## src/hw/aalo_pkg.sv

```systemverilog
// Package of opcodes, flag positions and carrier types for the add and logic datapath
package aalo_pkg;
	localparam int DATA_W = 8;
	localparam int HALF_W = 4;
	localparam logic [7:0] ZERO_BYTE = 8'h00;
	localparam logic [7:0] ACC_RESET = 8'h00;
	// Status flag bit positions
	localparam int FLAG_WRAP = 0;
	localparam int FLAG_HALF = 1;
	localparam int FLAG_NULL = 2;
	localparam int FLAG_SIGNED_WRAP = 3;
	localparam int FLAG_SIGNED_REL = 4;
	localparam int FLAG_W = 5;
	localparam logic [4:0] FLAGS_RESET = 5'h00;

	typedef enum logic [2:0] {
		AALO_OP_NONE,
		AALO_OP_ADD_TO_MEMORY,
		AALO_OP_AND_MEMORY_TO_WORK,
		AALO_OP_AND_IMMEDIATE,
		AALO_OP_AND_INTO_MEMORY
	} aalo_op_type;

	typedef struct packed {
		aalo_op_type op;
		logic [7:0] mem_data;
		logic [7:0] imm_data;
	} aalo_req_type;

	typedef struct packed {
		logic [7:0] sum;
		logic wrap_out;
		logic half_wrap;
		logic signed_wrap;
		logic signed_rel;
	} aalo_add_type;
endpackage : aalo_pkg

```

## src/hw/aalo_adder.sv

```systemverilog
// Eight-bit adder producing sum and arithmetic flags
`timescale 1ns/1ps
`default_nettype none
module aalo_adder
(
	input wire logic [7:0] a_i,
	input wire logic [7:0] b_i,
	output wire aalo_pkg::aalo_add_type res_o
);
	wire logic [4:0] low_sum;
	wire logic [8:0] full_sum;
	wire logic sign_ovf;

	assign low_sum = {1'b0, a_i[3:0]} + {1'b0, b_i[3:0]};
	assign full_sum = {1'b0, a_i} + {1'b0, b_i};
	// Overflow when both operands share a sign the sum lacks
	assign sign_ovf = (a_i[7] == b_i[7]) && (full_sum[7] != a_i[7]);
	assign res_o.sum = full_sum[7:0];
	assign res_o.wrap_out = full_sum[8];
	assign res_o.half_wrap = low_sum[4];
	assign res_o.signed_wrap = sign_ovf;
	// True signed sign of the result, immune to overflow
	assign res_o.signed_rel = full_sum[7] ^ sign_ovf;
endmodule : aalo_adder
`default_nettype wire

```

## src/hw/aalo_core.sv

```systemverilog
// Datapath for add-to-memory and the three AND operations
// What this block does
// - Add to memory writes sum, five flags
// - AND memory into working register, zero only
// - AND immediate into working register, zero only
// - AND into memory, bitwise per position
`timescale 1ns/1ps
`default_nettype none
module aalo_core
(
	input wire logic CLOCK_I,
	input wire logic SYS_RST_I,
	input wire logic REQ_VALID_I,
	input wire aalo_pkg::aalo_req_type REQ_I,
	output logic [7:0] WORK_REG_O,
	output logic [7:0] MEM_WDATA_O,
	output logic MEM_WE_O,
	output logic [4:0] FLAGS_O
);
	////////////////////////////////////////////////////////////////
	logic [7:0] work_q;
	logic [7:0] work_d;
	logic [7:0] wdata_q;
	logic [7:0] wdata_d;
	logic we_q;
	logic we_d;
	logic [4:0] flags_q;
	logic [4:0] flags_d;
	aalo_pkg::aalo_add_type add_res;
	wire logic [7:0] and_mem;
	wire logic [7:0] and_imm;
	wire logic is_add;
	wire logic is_and_mem;
	wire logic is_and_imm;
	wire logic is_and_into;

	aalo_adder u_adder
	(
		.a_i(work_q),
		.b_i(REQ_I.mem_data),
		.res_o(add_res)
	);

	assign is_add = REQ_VALID_I && (REQ_I.op == aalo_pkg::AALO_OP_ADD_TO_MEMORY);
	assign is_and_mem = REQ_VALID_I && (REQ_I.op == aalo_pkg::AALO_OP_AND_MEMORY_TO_WORK);
	assign is_and_imm = REQ_VALID_I && (REQ_I.op == aalo_pkg::AALO_OP_AND_IMMEDIATE);
	assign is_and_into = REQ_VALID_I && (REQ_I.op == aalo_pkg::AALO_OP_AND_INTO_MEMORY);

	genvar gi;
	generate
		for (gi = 0; gi < aalo_pkg::DATA_W; gi++)
		begin : g_and
			assign and_mem[gi] = work_q[gi] & REQ_I.mem_data[gi];
			assign and_imm[gi] = work_q[gi] & REQ_I.imm_data[gi];
		end
	endgenerate

	////////////////////////////////////////////////////////////////
	always_comb
	begin
		work_d = work_q;
		wdata_d = wdata_q;
		we_d = 1'b0;
		flags_d = flags_q;
		if (is_add)
		begin
			wdata_d = add_res.sum;
			we_d = 1'b1;
			flags_d[aalo_pkg::FLAG_WRAP] = add_res.wrap_out;
			flags_d[aalo_pkg::FLAG_HALF] = add_res.half_wrap;
			flags_d[aalo_pkg::FLAG_SIGNED_WRAP] = add_res.signed_wrap;
			flags_d[aalo_pkg::FLAG_SIGNED_REL] = add_res.signed_rel;
			flags_d[aalo_pkg::FLAG_NULL] = (add_res.sum == aalo_pkg::ZERO_BYTE);
		end
		else if (is_and_mem)
		begin
			work_d = and_mem;
			flags_d[aalo_pkg::FLAG_NULL] = (and_mem == aalo_pkg::ZERO_BYTE);
		end
		else if (is_and_imm)
		begin
			work_d = and_imm;
			flags_d[aalo_pkg::FLAG_NULL] = (and_imm == aalo_pkg::ZERO_BYTE);
		end
		else if (is_and_into)
		begin
			wdata_d = and_mem;
			we_d = 1'b1;
			// Flag effect is undocumented; zero flag updated like the other ANDs
			flags_d[aalo_pkg::FLAG_NULL] = (and_mem == aalo_pkg::ZERO_BYTE);
		end
	end

	////////////////////////////////////////////////////////////////
	always_ff @(posedge CLOCK_I)
	begin
		if (SYS_RST_I)
		begin
			work_q <= aalo_pkg::ACC_RESET;
			wdata_q <= aalo_pkg::ZERO_BYTE;
			we_q <= 1'b0;
			flags_q <= aalo_pkg::FLAGS_RESET;
		end
		else
		begin
			work_q <= work_d;
			wdata_q <= wdata_d;
			we_q <= we_d;
			flags_q <= flags_d;
		end
	end

	assign WORK_REG_O = work_q;
	assign MEM_WDATA_O = wdata_q;
	assign MEM_WE_O = we_q;
	assign FLAGS_O = flags_q;
endmodule : aalo_core
`default_nettype wire

```

## config.mk

```make
export PLATFORM = sky130hd
export DESIGN_NAME = aalo_core
export DESIGN_NICKNAME = d
export VERILOG_FILES = /design/src/hw/aalo_pkg.sv /design/src/hw/aalo_adder.sv /design/src/hw/aalo_core.sv
export SDC_FILE = /design/constraint.sdc
export NUM_CORES = 1
export LEC_CHECK = 0
export BUFFER_PORTS_ARGS = -buffer_cell sky130_fd_sc_hd__buf_2
export CAP_MARGIN = 5
export CORE_ASPECT_RATIO = 0.6
export CORE_MARGIN = 4
export CORE_UTILIZATION = 53
export CTS_BUF_LIST = sky130_fd_sc_hd__clkbuf_8
export DETAILED_ROUTE_END_ITERATION = 10
export PLACE_DENSITY_LB_ADDON = 0.08
export SYNTH_ARGS = -nofsm -noshare
export SYNTH_HDL_FRONTEND = slang
export SYNTH_SLANG_ARGS = --single-unit
```

## constraint.sdc

```tcl
create_clock -name CLOCK_I -period 2.2 [get_ports CLOCK_I]
set_input_delay 0.22 -clock CLOCK_I [delete_from_list [all_inputs] [get_ports CLOCK_I]]
set_output_delay 0.22 -clock CLOCK_I [all_outputs]
set_load 0.01 [all_outputs]
```

**Word-level counts from Yosys, hierarchy flattened**

Cells that the tools add are included.

- $add $sub $neg: 2
- Eq/ne operators: 8
- Mux-type cells: 14
- Bitwise operators: 18
- Reduce and logical (&&, ||, !) cells: 13

Operator list:

| kind | number |
|---|---|
| two-way mux 8 bit | 6 |
| zero test 8 bit | 3 |
| bitwise AND 1 bit | 16 |
| adder 8 x 8 -> 9 bit | 1 |
| two-way mux 1 bit | 8 |
| equality test 3 x 2 -> 1 bit (second input constant) | 2 |
| adder 4 x 4 -> 5 bit | 1 |
| logical AND 1 bit | 5 |
| != test 2 bit (second input constant) | 2 |
| nonzero test 2 bit | 2 |
| nonzero test 4 bit | 1 |
| equality test 3 x 1 -> 1 bit (second input constant) | 1 |
| equality test 3 bit (second input constant) | 1 |
| AND reduction 3 bit | 1 |
| AND reduction 2 bit | 1 |
| equality test 1 bit | 1 |
| != test 1 bit | 1 |
| NOT 1 bit | 1 |
| bitwise XOR 1 bit | 1 |

- Register bits after elaboration: 22
- Input port bits: 22
- Output and inout bits: 22
- Logic and storage cells: 60

**Longest topological paths before layout**

- Depth after elaboration: 6
- Mapped depth: 9
- Gate-level depth less buffers: 9

**Modules after synthesis**

A second synthesis with hierarchy kept.

- Cells, all modules: 163
- Area total of the unflattened synthesis: 1472.7 um2

By module, submodules not included:

| module | instances | cells an instance | area each (um2) | sequential area each (um2) |
|---|---|---|---|---|
| aalo_core | 1 | 124 | 1141.1 | 440.4 |
| aalo_adder | 1 | 39 | 331.6 | 0.0 |

**Worst setup path before layout**

OpenSTA, ideal clock, no wires.

- Path type: flip-flop to flip-flop
- Start: register work_q[0], in the netlist WORK_REG_O[0]
- End: register wdata_q[6], in the netlist MEM_WDATA_O[6]
- Setup time: 0.088 ns
- Arrival: 1.978 ns
- Required time: 2.112 ns
- Slack: 0.134 ns
- Cell stages (with the launch flop): 10
- Buffers on the path: 0
- Clock period less this slack: 2.066 ns
- Cells stage by stage: dfxtp_1 -> ha_1 -> inv_1 -> fa_1 -> nand2b_1 -> a21oi_1 -> nor4_1 -> nor3_2 -> nand2_1 -> a311oi_2

- Longest elaborated chain between the ends: 2

RTL lines:

| item | line | source |
|---|---|---|
| start, declared | aalo_core.sv:21 | `logic [7:0] work_q;` |
| start signal, assigned | aalo_core.sv:99 | `work_q <= aalo_pkg::ACC_RESET;` |
| start signal, assigned | aalo_core.sv:106 | `work_q <= work_d;` |
| adder 8 x 8 -> 9 bit | aalo_adder.sv:15 | `assign full_sum = {1'b0, a_i} + {1'b0, b_i};` |
| two-way mux 8 bit | aalo_core.sv:65 | `if (is_add)` |
| end signal, assigned | aalo_core.sv:100 | `wdata_q <= aalo_pkg::ZERO_BYTE;` |
| end signal, assigned | aalo_core.sv:107 | `wdata_q <= wdata_d;` |
| end, declared | aalo_core.sv:23 | `logic [7:0] wdata_q;` |

No other way between the ends.
A chain may end at the register's enable or synchronous reset.

**Worst setup path after layout**

- Start: register work_q[0], in the netlist WORK_REG_O[0]
- End: register flags_q[2], in the netlist FLAGS_O[2]

- Longest elaborated chain between the ends: 6
- Elaborated cells on any way between the ends: 10
- Classes of those cells: 1 x add/sub; 4 x mux; 2 x bitwise; 3 x reduce/logical

RTL lines:

| item | line | source |
|---|---|---|
| branches (longest 5 deep; another with adder 8 x 8 -> 9 bit) | - |  |
| two-way mux 1 bit * | aalo_core.sv:65 |  |
| end signal, assigned | aalo_core.sv:102 | `flags_q <= aalo_pkg::FLAGS_RESET;` |
| end signal, assigned | aalo_core.sv:109 | `flags_q <= flags_d;` |
| end, declared | aalo_core.sv:27 | `logic [4:0] flags_q;` |

Every way passes the cells marked *. The select of a mux whose other input is x is not followed.

==> flow_summary_export.csv <==
group,metric,value,unit
outcome,status,"completed",
placement,hpwl,2930,µm
floorplan,fp.coreArea,2560,µm²
finish,diodes,0,
global_route,grt_overflow,0,
finish,layout.cells.non_filler,249,
synthesis,synth_area_leaders,"dfxtp_1, nor2_1, ha_1",
drt,postRouteWirelength,3890,µm
global_route,grt_use_met1,31.1,%
setup_path,crit_path_max_fanout,4,
synthesis,yosys.area.top_type,"dfxtp_1",
power_and_ir_drop,ir_worst_vdd,281,µV
synthesis,netlist.area_leader.share,30.2,%
timing,clock-skew-final,0.00985,ns
floorplan,start_util,57.0,%
synthesis,synth_cells,177,
timing,finalSetupTns,0,ns
finish,fillers,225,
timing,tightestPinTransition,0.604,ns
floorplan,num_io_pins,44,
setup_path,arrival,2.25,ns
synthesis,synth_seq_cells,22,
global_route,grt_first_pass_wirelength,6350,µm
drt,drtAntennaViolNets,0,
drt,vias,1476,
timing,min_period,2.07,ns
placement,place_area,1700,µm²
setup_path,critical_path_class,"reg2reg",
job,maxCapViolCount,0,
synthesis,synth_most_common_cell,"nor2_1",
clocking,cts-root-buf,"clkbuf_8",
synthesis,syn_area_per_cell,8.24,µm²
finish,synthToLayoutAreaGrowth,19.5,%
floorplan,die_width,75.7,µm
clocking,cts_buffers,3,
finish,fin_nets,250,
clocking,cts_tree,"yes",
synthesis,ys.warnings.count,0,
drt,drtIter0Drc,113,
finish,utilization,68.1,%
global_route,met3_usage,5.99,%
global_route,antenna_found_initial,0,
timing,drv_slew,0,
global_route,use_met2,32.8,%
timing,relSlewSlack,59.6,%
synthesis,synth_enable_flop_cells,0,
global_route,grt_max_degree,25,
timing,fmax,483,MHz
timing,post-route-worst-setup-slack,0.132,ns
power_and_ir_drop,leakagePower,0.778,nW
placement,pre_cts_slack,0.0939,ns
timing,setup_viol,0,
clocking,cts_max_path_buffers,2,
drt,drtPass1Iterations,4,
clocking,clock_sinks,22,
clocking,clk_pin_slew_worst_paths,0.08,ns
floorplan,die_h,48.6,µm
placement,numPortBuffers,43,
clocking,htree_levels,1,
timing,finalCritPeriodShare,94.0,%
floorplan,rows,14,
min_path,hp-class,"in2reg",
placement,placed_cells,246,
drt,drc,0,
synthesis,ys_seq_area_share,30.2,%
drt,wl_per_cell,15.6,µm
synthesis,synth_common_cells,"nor2_1, dfxtp_1, nand2_1, a21o_1, a22oi_1",
timing,hold_viol,0,
setup_path,end_kind,"register",
global_route,grt_use_total,21.7,%
synthesis,ys.flop_type,"dfxtp_1",
setup_path,critPathLaunchType,"register",
clocking,clkLatencyLatePin,0.27,ns
synthesis,synth_cell_types,47,
global_route,busiest_layer,"met2",
power_and_ir_drop,p_per_area,460,nW/µm²
floorplan,dieArea,3680,µm²
synthesis,synth-async-reset-ratio,0,%
placement,gp_congestion,0.876,
setup_path,required,2.38,ns
finish,finalInstanceArea,1740,µm²
synthesis,syn_area,1460,µm²
global_route,grt_pass1_vias,1300,
finish,final_layout_size_suffix_gt1_share,28.6,%
clocking,postCtsSetupBuffers,0,
drt,viasPerCell,5.93,
synthesis,syn_nets,208,
through the flow:
step / hold WS, ns / total power [mW]
2_1_floorplan: 0.417 / 0.502
3_5_place_dp: 0.487 / 0.552
5_1_grt: 0.337 / 0.839
6_report: 0.305 / 0.801
3_3_place_gp: 0.472 / 0.550
4_1_cts: 0.311 / 0.800
registers in the layout, indices dropped and copies added (netlist names):
signal and count:
MEM_WE_O 1, WORK_REG_O 8, FLAGS_O 5, MEM_WDATA_O 8
what timing repair did:
action / 4_1_cts / 5_1_grt
hold buffers: 0 / 0
resized for setup: 0 / 1
setup endpoints to repair: 0 / 2
report_power, final:
part	internal (mW)	leakage, nW	switching [mW]
Clock	0.122	0.0216	0.133
Sequential	0.408	0.178	0.00479
Combinational	0.0558	0.578	0.0768
Total	0.587	0.778	0.214
metal layers:
metal / vias up / wire length (µm)
li1: 727 / -
met1: 691 / 1820
met2: 51 / 1760
met3: 7 / 279
met4: 0 / 27
met5: - / 0
final timing paths:
| kind | from | to | slack [ns] | depth (start not counted) |
|---|---|---|---|---|
| hold / removal | REQ_I[7] | WORK_REG_O[7]$_SDFFE_PP0P_ | 0.30 | 4 |
| setup reg to reg | WORK_REG_O[0]$_SDFFE_PP0P_ | FLAGS_O[2]$_SDFFE_PP0P_ | 0.13 | 8 |
| setup / recovery | WORK_REG_O[0]$_SDFFE_PP0P_ | FLAGS_O[2]$_SDFFE_PP0P_ | 0.13 | 8 |
| hold reg to reg | FLAGS_O[1]$_SDFFE_PP0P_ | FLAGS_O[1]$_SDFFE_PP0P_ | 0.50 | 2 |
critical path: stages (launching register included):
cell and delay (ns):
dfxtp_1 0.39, ha_1 0.19, inv_1 0.05, fa_1 0.39
nand2b_1 0.20, a21oi_2 0.18, o311a_1 0.20, nor3_2 0.07
o41ai_2 0.32
area by class of cell:
type                    count  area (µm²)  area share, %
flip-flops and latches     22         440           25.3
repair buffers             46         238           13.6
clock buffers               3        41.3           2.37
well taps                  32        40.0           2.30
inverters                   4        15.0          0.862
multi-input cells         142         967           55.5
kinds of logic after synthesis:
group | share of synthesized area [%]
buffers and inverters | 3.69
XOR/XNOR | 2.40
adder cells (fa/ha/maj) | 8.24
multiplexers | 1.37
AO/OA/AOI/OAI | 29.4
flip-flops | 30.2
AND/OR/NAND/NOR | 24.6
placed cells by master, fill, tap and decap left out, types with 3 or more instances in the layout:
cell type	n
nand2b_1	4
nor2_1	28
a311oi_1	3
a211oi_1	4
ha_1	8
a21oi_1	5
o21ai_0	5
a22oi_1	9
inv_1	4
buf_4	3
clkbuf_8	3
dfxtp_1	22
a21o_1	10
buf_2	43
xnor2_1	3
nand2_1	19
Note: power is estimated with default switching activity, not from simulation.
